File: config.mk
export PLATFORM = sky130hd
export DESIGN_NAME = dcc_top
export DESIGN_NICKNAME = d
export VERILOG_FILES = /design/src/dcc_pkg.sv /design/src/dcc_smp_if.sv /design/src/dcc_fifo.sv /design/src/dcc_pacer.sv /design/src/dcc_top.sv
export SDC_FILE = /design/constraint.sdc
export NUM_CORES = 1
export LEC_CHECK = 0
export ABC_CLOCK_PERIOD_IN_PS = 4300
export BUFFER_PORTS_ARGS = -buffer_cell sky130_fd_sc_hd__buf_2
export CAP_MARGIN = 20
export CORE_MARGIN = 5
export CORE_UTILIZATION = 51
export DETAILED_ROUTE_END_ITERATION = 12
export GPL_TIMING_DRIVEN = 0
export PLACE_DENSITY = 0.82
export SYNTH_ARGS = -nofsm -noshare
export SYNTH_HDL_FRONTEND = slang
export SYNTH_SLANG_ARGS = --single-unit
File: constraint.sdc
create_clock -name clk -period 4.3 [get_ports clk]
set_clock_uncertainty 0.2 [all_clocks]
set_input_delay 1.29 -clock clk [delete_from_list [all_inputs] [get_ports clk]]
set_output_delay 1.29 -clock clk [all_outputs]
set_load 0.02 [all_outputs]
File: src/dcc_pkg.sv
// dcc_pkg: constants for the downconverter channel configuration block
// assumes byte-wide registers reached over a plain strobe port
package dcc_pkg;

  // ------------------------------------------------------------
  // register offsets
  // ------------------------------------------------------------
  localparam logic [15:0] DCC_ADDR_TEST2 = 16'h0367;
  localparam logic [15:0] DCC_ADDR_CTRL = 16'h0370;
  localparam logic [15:0] DCC_ADDR_INSEL = 16'h0371;
  localparam logic [15:0] DCC_ADDR_STATUS = 16'h03f0;
  localparam logic [15:0] DCC_ADDR_TSEL = 16'h0550;

  // ------------------------------------------------------------
  // reset values and writable masks
  // ------------------------------------------------------------
  localparam logic [7:0] DCC_CTRL_RST = 8'h00;
  localparam logic [7:0] DCC_INSEL_RST = 8'h05;
  localparam logic [7:0] DCC_TEST2_RST = 8'h00;
  localparam logic [7:0] DCC_TSEL_RST = 8'h00;
  localparam logic [7:0] DCC_CTRL_MASK = 8'hff;
  localparam logic [7:0] DCC_INSEL_MASK = 8'hf5;
  localparam logic [7:0] DCC_TEST2_MASK = 8'h05;
  localparam logic [7:0] DCC_TSEL_MASK = 8'h0f;

  // ------------------------------------------------------------
  // field positions
  // ------------------------------------------------------------
  localparam int DCC_MIX_BIT = 7;
  localparam int DCC_GAIN_BIT = 6;
  localparam int DCC_IFM_LSB = 4;
  localparam int DCC_C2R_BIT = 3;
  localparam int DCC_DEC_LSB = 0;
  localparam int DCC_EXT_LSB = 4;
  localparam int DCC_QSEL_BIT = 2;
  localparam int DCC_ISEL_BIT = 0;
  localparam int DCC_TI_BIT = 0;
  localparam int DCC_TQ_BIT = 2;

  // ------------------------------------------------------------
  // codes, stage mask bits, levels
  // ------------------------------------------------------------
  localparam logic [2:0] DCC_DEC_EXT = 3'b111;
  localparam int DCC_ST_HB1 = 0;
  localparam int DCC_ST_HB2 = 1;
  localparam int DCC_ST_HB3 = 2;
  localparam int DCC_ST_HB4 = 3;
  localparam int DCC_ST_TB = 4;
  localparam int DCC_ST_FB = 5;
  localparam int DCC_NST = 6;
  localparam logic [15:0] DCC_TEST_LEVEL = 16'h1fff;

  typedef enum logic [1:0] {DCC_IF_VAR, DCC_IF_ZERO, DCC_IF_FS, DCC_IF_TEST} dcc_ifm_t;

endpackage : dcc_pkg

File: src/dcc_smp_if.sv
// dcc_smp_if: sample word with valid and ready between block modules
// assumes source and sink share one clock
`timescale 1ns/10ps
interface dcc_smp_if #(parameter int W = 32);
  logic [W-1:0] data;
  logic valid;
  logic ready;
  modport src(output data, output valid, input ready);
  modport snk(input data, input valid, output ready);
endinterface : dcc_smp_if

File: src/dcc_fifo.sv
// dcc_fifo: small first-in first-out buffer for output samples
// assumes one clock; write side on an interface, read side plain
`timescale 1ns/10ps
module dcc_fifo #(
  parameter int W = 32,
  parameter int DEPTH = 4
) (
  input wire logic clk,
  input wire logic arst_n,
  dcc_smp_if.snk wr,
  output logic [W-1:0] rd_data,
  output logic rd_valid,
  input wire logic rd_ready
);
  localparam int AW = $clog2(DEPTH);

  logic [W-1:0] mem [DEPTH];
  logic [AW-1:0] wp, rp, next_wp, next_rp;
  logic [AW:0] cnt, next_cnt;
  logic do_wr, do_rd;

  // ------------------------------------------------------------
  // pointers
  // ------------------------------------------------------------
  always_comb begin
    do_wr = wr.valid && wr.ready;
    do_rd = rd_valid && rd_ready;
    next_wp = do_wr ? ((wp == AW'(DEPTH - 1)) ? '0 : wp + 1'b1) : wp;
    next_rp = do_rd ? ((rp == AW'(DEPTH - 1)) ? '0 : rp + 1'b1) : rp;
    next_cnt = cnt + (AW + 1)'(do_wr) - (AW + 1)'(do_rd);
  end

  always_ff @(posedge clk or negedge arst_n) begin
    if (!arst_n) begin
      wp <= '0;
      rp <= '0;
      cnt <= '0;
    end else begin
      wp <= next_wp;
      rp <= next_rp;
      cnt <= next_cnt;
    end
  end

  // storage has no reset: contents are unseen while empty
  always_ff @(posedge clk) begin
    if (do_wr) begin
      mem[wp] <= wr.data;
    end
  end

  assign wr.ready = (cnt != (AW + 1)'(DEPTH));
  assign rd_valid = (cnt != '0);
  assign rd_data = mem[rp];
endmodule : dcc_fifo

File: src/dcc_pacer.sv
// dcc_pacer: keeps one input sample of every rate samples
// assumes step is a one-cycle pulse per accepted input sample
`timescale 1ns/10ps
module dcc_pacer #(
  parameter int CW = 6
) (
  input wire logic clk,
  input wire logic arst_n,
  input wire logic step,
  input wire logic [CW-1:0] rate,
  output logic keep
);
  logic [CW-1:0] cnt, next_cnt;

  always_comb begin
    next_cnt = cnt;
    if (step) begin
      next_cnt = (cnt >= rate - 1'b1) ? '0 : cnt + 1'b1;
    end
  end

  always_ff @(posedge clk or negedge arst_n) begin
    if (!arst_n) begin
      cnt <= '0;
    end else begin
      cnt <= next_cnt;
    end
  end

  assign keep = step && (cnt == '0);
endmodule : dcc_pacer

File: src/dcc_top.sv
// dcc_top: configuration and sample path of downconverter_three,
// plus the output test selection of downconverter_two
// assumes samples arrive on clk with valid/ready; nco and filter
// coefficients live outside, this block steers and paces them
//
// Operation
// - a set in-phase test enable swaps downconverter_two in-phase samples for test block A pattern.
// - mixer select 0 gives a real mixer fed from one channel, 1 a complex mixer.
// - gain select 1 doubles the output, 0 leaves it at unity.
// - the if mode field decodes 00 variable, 01 zero, 10 sample rate, 11 test.
// - complex-to-real 0 keeps both outputs valid, 1 gives in-phase only after an extra mix.
// - primary codes 000 to 011 pick halfband chains at rates 4, 8, 16, 2, halved with complex-to-real.
// - primary codes 100 to 110 add the thirdband stage for rates 6, 12, 24, halved with complex-to-real.
// - primary code 111 hands the chain to the extended field in the next register.
// - extended code 0 cascades four halfbands and the thirdband for rate 48 or 24.
// - extended codes 2, 3, 4 pair the fifthband with one to three halfbands for 10, 20, 40 or half.
// - the extended field is ignored unless the primary field is 111.
`timescale 1ns/10ps
module dcc_top #(
  parameter int SW = 14,
  parameter int OW = 16,
  parameter int FIFO_DEPTH = 4
) (
  input wire logic clk,
  input wire logic arst_n,
  input wire logic [15:0] reg_addr,
  input wire logic [7:0] reg_wdata,
  input wire logic reg_wr,
  input wire logic reg_rd,
  output logic [7:0] reg_rdata,
  input wire logic [SW-1:0] samp_a,
  input wire logic [SW-1:0] samp_b,
  input wire logic samp_valid,
  output logic samp_ready,
  output logic [OW-1:0] out_i,
  output logic [OW-1:0] out_q,
  output logic out_valid,
  input wire logic out_ready,
  output logic out_q_used,
  output logic [dcc_pkg::DCC_NST-1:0] stage_en,
  output logic [5:0] decim_rate,
  output dcc_pkg::dcc_ifm_t if_mode,
  output logic [3:0] test_sel,
  input wire logic [OW-1:0] two_i_in,
  input wire logic [OW-1:0] two_q_in,
  input wire logic [OW-1:0] test_pat_a,
  input wire logic [OW-1:0] test_pat_b,
  output logic [OW-1:0] two_i_out,
  output logic [OW-1:0] two_q_out
);
  import dcc_pkg::*;

  // ------------------------------------------------------------
  // registers
  // ------------------------------------------------------------
  logic [7:0] ctrl, insel, test2, tsel;
  logic [7:0] next_ctrl, next_insel, next_test2, next_tsel;
  logic [7:0] next_rdata;
  logic [7:0] status;

  always_comb begin
    next_ctrl = ctrl;
    next_insel = insel;
    next_test2 = test2;
    next_tsel = tsel;
    // masks keep reserved bits zero whatever software writes
    if (reg_wr) begin
      unique case (reg_addr)
        DCC_ADDR_CTRL: next_ctrl = reg_wdata & DCC_CTRL_MASK;
        DCC_ADDR_INSEL: next_insel = reg_wdata & DCC_INSEL_MASK;
        DCC_ADDR_TEST2: next_test2 = reg_wdata & DCC_TEST2_MASK;
        DCC_ADDR_TSEL: next_tsel = reg_wdata & DCC_TSEL_MASK;
        default: ;
      endcase
    end
    // read data is zero outside the cycle after a read strobe
    next_rdata = 8'h00;
    if (reg_rd) begin
      unique case (reg_addr)
        DCC_ADDR_CTRL: next_rdata = ctrl;
        DCC_ADDR_INSEL: next_rdata = insel;
        DCC_ADDR_TEST2: next_rdata = test2;
        DCC_ADDR_TSEL: next_rdata = tsel;
        DCC_ADDR_STATUS: next_rdata = status;
        default: next_rdata = 8'h00;
      endcase
    end
  end

  always_ff @(posedge clk or negedge arst_n) begin
    if (!arst_n) begin
      ctrl <= DCC_CTRL_RST;
      insel <= DCC_INSEL_RST;
      test2 <= DCC_TEST2_RST;
      tsel <= DCC_TSEL_RST;
      reg_rdata <= 8'h00;
    end else begin
      ctrl <= next_ctrl;
      insel <= next_insel;
      test2 <= next_test2;
      tsel <= next_tsel;
      reg_rdata <= next_rdata;
    end
  end

  // ------------------------------------------------------------
  // field decode
  // ------------------------------------------------------------
  logic cplx_mix, gain2, c2r;
  logic [2:0] dec_code;
  logic [3:0] ext_code;
  logic [5:0] base_rate;
  logic [DCC_NST-1:0] stages;

  always_comb begin
    cplx_mix = ctrl[DCC_MIX_BIT];
    gain2 = ctrl[DCC_GAIN_BIT];
    c2r = ctrl[DCC_C2R_BIT];
    if_mode = dcc_ifm_t'(ctrl[DCC_IFM_LSB +: 2]);
    dec_code = ctrl[DCC_DEC_LSB +: 3];
    ext_code = insel[DCC_EXT_LSB +: 4];
    stages = '0;
    base_rate = 6'd2;
    if (dec_code != DCC_DEC_EXT) begin
      unique case (dec_code)
        3'b000: begin
          stages = 6'b000011;
          base_rate = 6'd4;
        end
        3'b001: begin
          stages = 6'b000111;
          base_rate = 6'd8;
        end
        3'b010: begin
          stages = 6'b001111;
          base_rate = 6'd16;
        end
        3'b011: begin
          stages = 6'b000001;
          base_rate = 6'd2;
        end
        3'b100: begin
          stages = 6'b010001;
          base_rate = 6'd6;
        end
        3'b101: begin
          stages = 6'b010011;
          base_rate = 6'd12;
        end
        default: begin
          stages = 6'b010111;
          base_rate = 6'd24;
        end
      endcase
    end else begin
      // unlisted extended codes fall back to the single halfband
      unique case (ext_code)
        4'h0: begin
          stages = 6'b011111;
          base_rate = 6'd48;
        end
        4'h2: begin
          stages = 6'b100001;
          base_rate = 6'd10;
        end
        4'h3: begin
          stages = 6'b100011;
          base_rate = 6'd20;
        end
        4'h4: begin
          stages = 6'b100111;
          base_rate = 6'd40;
        end
        default: begin
          stages = 6'b000001;
          base_rate = 6'd2;
        end
      endcase
    end
  end

  assign stage_en = stages;
  assign decim_rate = c2r ? (base_rate >> 1) : base_rate;
  assign out_q_used = !c2r;
  assign test_sel = tsel[3:0];

  // ------------------------------------------------------------
  // input routing and mixing
  // ------------------------------------------------------------
  logic [1:0] phase, next_phase;
  logic [SW-1:0] raw_i, raw_q;
  logic signed [OW-1:0] mix_i, mix_q, g_i, g_q, res_i;
  logic accept, keep;

  dcc_smp_if #(.W(2 * OW)) fifo_in ();

  always_comb begin
    raw_i = insel[DCC_ISEL_BIT] ? samp_b : samp_a;
    // real mixer takes both paths from the in-phase channel
    if (cplx_mix) begin
      raw_q = insel[DCC_QSEL_BIT] ? samp_b : samp_a;
    end else begin
      raw_q = raw_i;
    end
    mix_i = OW'(signed'(raw_i));
    mix_q = OW'(signed'(raw_q));
    unique case (if_mode)
      DCC_IF_VAR, DCC_IF_ZERO: ;
      DCC_IF_FS: begin
        if (phase[0]) begin
          mix_i = -mix_i;
          mix_q = -mix_q;
        end
      end
      DCC_IF_TEST: begin
        // fixed level makes the output path checkable without a live signal
        mix_i = OW'(DCC_TEST_LEVEL);
        mix_q = '0;
      end
    endcase
    // headroom of two bits means doubling never overflows
    g_i = gain2 ? (mix_i <<< 1) : mix_i;
    g_q = gain2 ? (mix_q <<< 1) : mix_q;
    // quarter-rate rotation folds the complex pair into a real stream
    unique case (phase)
      2'd0: res_i = g_i;
      2'd1: res_i = -g_q;
      2'd2: res_i = -g_i;
      default: res_i = g_q;
    endcase
    if (!c2r) begin
      res_i = g_i;
    end
  end

  assign samp_ready = fifo_in.ready;
  assign accept = samp_valid && samp_ready;
  assign next_phase = accept ? phase + 2'd1 : phase;

  always_ff @(posedge clk or negedge arst_n) begin
    if (!arst_n) begin
      phase <= '0;
    end else begin
      phase <= next_phase;
    end
  end

  // count survives a rate change; an old count above the new rate wraps on the next step
  dcc_pacer #(.CW(6)) u_pacer (
    .clk(clk),
    .arst_n(arst_n),
    .step(accept),
    .rate(decim_rate),
    .keep(keep)
  );

  // quadrature word is zero while only the real output is produced
  assign fifo_in.valid = samp_valid && keep;
  assign fifo_in.data = {res_i, (c2r ? {OW{1'b0}} : g_q)};

  // ------------------------------------------------------------
  // output buffer
  // ------------------------------------------------------------
  logic [2*OW-1:0] fifo_out;

  // four words ride out a short sink stall; a longer one stalls the input side
  dcc_fifo #(.W(2 * OW), .DEPTH(FIFO_DEPTH)) u_fifo (
    .clk(clk),
    .arst_n(arst_n),
    .wr(fifo_in),
    .rd_data(fifo_out),
    .rd_valid(out_valid),
    .rd_ready(out_ready)
  );

  assign out_i = fifo_out[2*OW-1:OW];
  assign out_q = fifo_out[OW-1:0];
  // status is read-only: its offset has no write decode
  assign status = {!fifo_in.ready, out_valid, decim_rate};

  // ------------------------------------------------------------
  // downconverter_two test pattern selection
  // ------------------------------------------------------------
  // registered so a pattern swap never glitches downstream
  logic [OW-1:0] next_two_i, next_two_q;

  always_comb begin
    next_two_i = test2[DCC_TI_BIT] ? test_pat_a : two_i_in;
    next_two_q = test2[DCC_TQ_BIT] ? test_pat_b : two_q_in;
  end

  always_ff @(posedge clk or negedge arst_n) begin
    if (!arst_n) begin
      two_i_out <= '0;
      two_q_out <= '0;
    end else begin
      two_i_out <= next_two_i;
      two_q_out <= next_two_q;
    end
  end
endmodule : dcc_top

Word-level counts from Yosys, hierarchy flattened
Memory sizes are Yosys's and may differ from the RTL's.
Cells that the tools add are included.

operators by class
  add/subtract/negate cells = 11
  $lt $le $gt $ge = 1
  equality and inequality tests = 21
  muxes and demuxes = 28
  reduce and logical (&&, ||, !) cells = 16

operator list
  operator              count
  $mux 16               8
  $eq 16x10->1 const B  4
  $pmux 16 s2           2
  $pmux 5 s6            2
  $pmux 16 s3           1
  $pmux 6 s4            2
  $mux 14               3
  $pmux 8 s5            1
  $neg 14->16           2
  $neg 16->16           2
  $mux 6                4
  $eq 16x11->1 const B  1
  $eq 2x2->1 const B    5
  $eq 4x2->1 const B    2
  $mux 8                1
  $reduce_and 2->1      4
  $add 2x1->2 const B   3
  $add 6x1->6 const B   1
  $eq 3x2->1 const B    2
  $eq 3x3->1 const B    2
  $ge 6x6->1            1
  $logic_not 6->1       1
  $ne 3x3->1 const B    2
  $sub 6x1->6 const B   1
  13 further kinds      20

word-level totals
  register bits = 75
  bits in writable memories = 128
  input port bits = 122
  logic and storage cells = 90
  memories = 1

memories
  name        words  bits a word  rd ports  clocked after memory_dff  write ports  line            source
  u_fifo.mem  4      32           1         0                         1            dcc_fifo.sv:17  logic [W-1:0] mem [DEPTH];

Logic depth before layout (Yosys ltp)
  depth in word-level cells = 9
  mapped depth = 17
  depth with buffers taken out = 16

Modules after synthesis
A second synthesis with hierarchy kept.

second synthesis, totals
  cell total of the unflattened synthesis = 998
  area, all modules = 11775.0 sq um

modules (own cells, without submodules)
  module     times used  cells each  area each (sq um)  seq. area each (sq um)
  dcc_top    1           731         6139.6             1554.0
  dcc_fifo   1           206         5058.6             4018.9
  dcc_pacer  1           61          576.8              150.1

Least setup slack after synthesis
Ideal clock, no wire load.

  path kind = input-to-reg
  from = input samp_b[0]
  to = memory u_fifo.mem[0][26] (data pin)
  library setup time = 0.241 ns
  arrival = 4.087 ns
  data required time = 3.859 ns
  setup slack = -0.228 ns
  stages = 11
  path buffers = 0
  path through = mux2i_1 > ha_1 > or4bb_1 > o2bb2a_1 > a31oi_1 > xor2_1 > a22o_1 > and4_1 > o31a_1 > a22o_1 > a222oi_1

on the way
  longest elaborated chain between the ends = 9
  elaborated cells between the ends (all ways) = 15
  classes of those cells = add/sub (4); mux (11)

RTL lines
  item                        line                            source
  start, declared             dcc_top.sv:32                   input wire logic [SW-1:0] samp_b,
  $mux 14 (on tied branches)  dcc_top.sv:198, dcc_top.sv:201
  $mux 14                     dcc_top.sv:200                  if (cplx_mix) begin
  $neg 14->16                 dcc_top.sv:212                  mix_q = -mix_q;
  $mux 16                     dcc_top.sv:210                  if (phase[0]) begin
  $pmux 16 s2                 dcc_top.sv:207                  unique case (if_mode)
  $mux 16                     dcc_top.sv:223                  g_q = gain2 ? (mix_q <<< 1) : mix_q;
  $neg 16->16                 dcc_top.sv:227                  2'd1: res_i = -g_q;
  $pmux 16 s3                 dcc_top.sv:225                  unique case (phase)
  $mux 16 *                   dcc_top.sv:231                  if (!c2r) begin
  net fifo_in.data[26]        dcc_smp_if.sv:5                 logic [W-1:0] data;
  end, declared               dcc_fifo.sv:17

The timed path passes the listed nets; every way through them passes the cells marked *.

Worst setup path in the final report
  from = input samp_a[0]
  to = memory u_fifo.mem[3][29] (data pin)

on the way
  longest elaborated chain between the ends = 9
  elaborated cells between the ends (all ways) = 15
  classes of those cells = add/sub (4); mux (11)

RTL lines
  item                        line                            source
  start, declared             dcc_top.sv:31                   input wire logic [SW-1:0] samp_a,
  $mux 14 (on tied branches)  dcc_top.sv:198, dcc_top.sv:201
  $mux 14                     dcc_top.sv:200
  $neg 14->16                 dcc_top.sv:212
  $mux 16                     dcc_top.sv:210
  $pmux 16 s2                 dcc_top.sv:207
  $mux 16                     dcc_top.sv:223
  $neg 16->16                 dcc_top.sv:227
  $pmux 16 s3                 dcc_top.sv:225
  $mux 16 *                   dcc_top.sv:231
  net fifo_in.data[29]        dcc_smp_if.sv:5

Marks and branches as above.

==> flow_summary_export.csv <==
group,metric,value,unit
placement,dp.cells,1515,
synth,synth_area,11700,um2
cts,cts-root-buf,"clkbuf_16",
critical_path,criticalPathCategory,"primary input to register",
placement,place_congestion,0.968,
pwr,peakVddDrop,0.304,mV
global_routing,track_usage,25.4,%
sta,layout_setup_ws,0.0319,ns
die,die-area,26000,um2
cts,clk_path_buf_depth,3,
pwr,p_switching,2.16,mW
die,ios,215,
critical_path,end_kind,"register",
detailed_routing,drc,0,
sta,worstMarginPinSlew,1.08,ns
critical_path,r2r_cells,17,
pwr,internal-power,4.34,mW
pwr,powerDensity,447,nW/um2
synth,yosysWarnings,0,
synth,synth_edf_count,128,
pwr,p_total,6.50,mW
synth,syn_nets,1166,
sta,setup_viol,0,
synth,synth-async-reset-ratio,36.9,%
synth,syn_area_per_cell,11.5,um2
critical_path,r2r_start,"insel[0]",
hold_path,hold_path_class,"register to register",
cts,path_clk_slew,0.06,ns
sta,final-max-slew-violation-count,0,
critical_path,arrival,4.32,ns
global_routing,overflow,0,
global_routing,grt_pass1_vias,9800,
sta,post-route-min-period,4.27,ns
pwr,p_leak,5.68,nW
pwr,p_seq_share,37.4,%
cts,cts_hold_buf,0,
detailed_routing,viasPerCell,6.21,
job,max_cap_violations,0,
die,initial_core_util,51.8,%
synth,synth_cells,1019,
hold_path,min_to,"u_fifo.cnt[2]",
synth,ys_seq_area_share,49.0,%
placement,hpwl,24800,um
pwr,p_sw_share,33.2,%
global_routing,grt_pass1_wl,53400,um
pwr,comb_power_share,33.0,%
cells_and_area,final_area,14600,um2
cells_and_area,instances_no_fill,1585,
detailed_routing,postRouteAntennaNets,0,
synth,post-synth-top-area-fraction,32.9,%
placement,dp_slack,-0.843,ns
cells_and_area,syn2layout_area_growth,24.6,%
detailed_routing,wl_per_cell,21.5,um
cts,cts_made_buffers,22,
cells_and_area,fillers,1729,
synth,yosys.area.top_type,"edfxtp_1",
die,fp.dieH,161,um
cts,tritoncts,"done",
cts,cts_sinks,203,
critical_path,crit_chain,"buf_2 -> mux2i_4 -> ha_4 -> or4b_4 -> o2bb2ai_4 -> o21ai_2 -> xnor2_1 -> o211ai_1 -> a21o_1 -> or3_4 -> o31ai_4 -> a211oi_2 -> buf_4",
cells_and_area,final_layout_size_suffix_gt1_share,36.2,%
detailed_routing,drtPass1Iterations,8,
hold_path,hold_depth,1,
synth,synth_area_leaders,"edfxtp_1 (33%), dfrtp_1 (16%), mux4_2 (6.2%), mux2_2 (5.8%), mux2i_1 (2.9%)",
critical_path,required,4.35,ns
critical_path,reg2reg_slack,0.05,ns
sta,hold_ws,0.295,ns
die,coreArea,22600,um2
synth,synth_cell_types,86,
detailed_routing,wl,34100,um
hold_path,hp-start,"u_fifo.cnt[2]",
detailed_routing,drtIter0Drc,1100,
global_routing,grt_max_degree,65,
critical_path,crit_path_max_fanout,7,
placement,numPortBuffers,209,
die,rows,55,
cells_and_area,nets,1431,
die,die_w,161,um
global_routing,grt_antenna_before_repair,2,
run_status,outcome,"finished, final reports clean",
sta,hold_violations,0,
cts,clk_latency,0.50,ns
critical_path,r2r-end,"u_fifo.mem[3][29]",
pwr,clock_power_share,29.6,%
detailed_routing,vias,9842,
critical_path,start_kind,"primary input",
cts,htree_levels,1,
synth,synth.ff_latch_count,203,
placement,place_area,13200,um2
sta,slew_headroom,27.6,%
critical_path,cpPeakStageDelay,0.51,ns
synth,ys.flop_type,"edfxtp_1",
sta,timing.fmax,234,MHz
sta,period_share,99.3,%
critical_path,cpMaxStageDelayCell,"or4b_4",
-- layer usage --
metal  global-route usage, %  vias up  share of wire [%]
li1                        -     4445                  -
met1                    32.3     4701                 38
met2                    42.3      569                 48
met3                    6.23      125                9.7
met4                    9.38        2                4.5
met5                       0        -              0.038
-- cells in the mapped netlist, drive strengths merged, types with 7 or more instances --
cell and n:
a211oi 9, a21o 14, a21oi 44, a222oi 10
a22o 7, a31oi 13, and2 16, buf 20
clkbuf 42, dfrtp 73, edfxtp 128, ha 24
inv 27, mux2 62, mux2i 36, mux4 32
nand2 77, nand2b 7, nand3 24, nand4 8
nor2 82, nor2b 7, nor3 26, nor3b 7
nor4 16, o211ai 7, o21a 7, o21ai 43
o22ai 12, o31ai 8, or2 8, or3 8
xnor2 18, xor2 14
-- cells by family (layout without fill, tap and decap cells) --
group / count (synthesis) / in the layout / synth area share (%)
flip-flops: 203 / 203 / 49.0
adder cells (fa/ha/maj): 25 / 25 / 2.74
AO/OA/AOI/OAI: 223 / 223 / 13.2
multiplexers: 130 / 130 / 15.4
AND/OR/NAND/NOR: 314 / 314 / 13.8
XOR/XNOR: 32 / 32 / 2.40
other: 1 / 3 / 0.0321
buffers and inverters: 91 / 370 / 3.40
-- power by group through the flow --
stage                     registers, mW  clock network (mW)  logic (mW)
after floorplan                    2.46                   0        1.43
after global placement             2.46                   0        2.04
after detailed placement           2.47                   0        2.08
after CTS                          2.43                1.95        2.12
after global routing               2.45                2.05        2.34
final                              2.43                1.93        2.15
-- cell usage in the layout (no fill, tap or decap), drive strengths merged, types with 18 or more instances in the layout --
cell,netlist,routed
xnor2,18,18
buf,20,258
edfxtp,128,128
dfrtp,73,73
a21oi,44,44
ha,24,24
mux2,62,62
nand3,24,24
mux2i,36,36
nand2,77,77
mux4,32,32
clkbuf,42,72
inv,27,28
o21ai,43,43
nor3,26,26
nor2,82,82
-- worst max-delay path, delay by kind of cell --
family	cells	cell delay (ns)
AO/OA/AOI/OAI	6	1.27
AND/OR/NAND/NOR	2	0.90
buffers and inverters	2	0.32
multiplexers	1	0.20
adder cells (fa/ha/maj)	1	0.19
XOR/XNOR	1	0.13
-- flip-flops by register name (all words and copies together), names as in the netlist --
| register | flops |
|---|---|
| tsel | 4 |
| ctrl | 8 |
| u_fifo.wp | 2 |
| u_fifo.cnt | 3 |
| phase | 2 |
| u_fifo.mem | 128 |
| test2 | 2 |
| two_q_out | 16 |
| u_fifo.rp | 2 |
| two_i_out | 16 |
| u_pacer.cnt | 6 |
| reg_rdata | 8 |
| insel | 6 |
-- worst max-delay path by stage --
| stage | endpoint | from | slack, ns |
|---|---|---|---|
| 6_report | u_fifo.mem[3][29] | samp_a[0] | 0.03 |
| 5_1_grt | u_fifo.mem[0][30] | ctrl[7] | -0.05 |
| 4_1_cts | u_fifo.mem[3][26] | insel[0] | 0.007 |
| 3_5_place_dp | u_fifo.mem[0][26] | samp_a[0] | -0.84 |
| 3_3_place_gp | u_fifo.mem[0][26] | samp_a[0] | -0.80 |
| 2_1_floorplan | u_fifo.mem[0][26] | samp_b[1] | 0.01 |
-- stage by stage --
step | utilization [%] | setup TNS, ns
after floorplan | - | 0
after global placement | 58.2 | -24.25
after detailed placement | 58.4 | -27.24
after CTS | 62.8 | 0
after global routing | 64.5 | -0.630
final | 64.5 | 0
-- final cells by class --
cell class / instances / area (um2) / share of cell area [%]
Buffer: 61 / 354 / 2.43
Clock buffer: 30 / 632 / 4.34
Clock inverter: 8 / 111 / 0.765
Multi-Input combinational cell: 725 / 5950 / 40.8
Timing Repair Buffer: 242 / 1320 / 9.07
Inverter: 29 / 109 / 0.748
Tap cell: 285 / 357 / 2.45
Sequential cell: 203 / 5720 / 39.3
Antenna cell: 2 / 5.00 / 0.0344
-- what timing repair did --
item	in CTS	in global routing
setup buffers	9	22
pin swaps	11	22
setup endpoints to repair	69	40
resized for setup	47	40
gates cloned	0	0
Note: power is estimated with default switching activity, not from simulation.
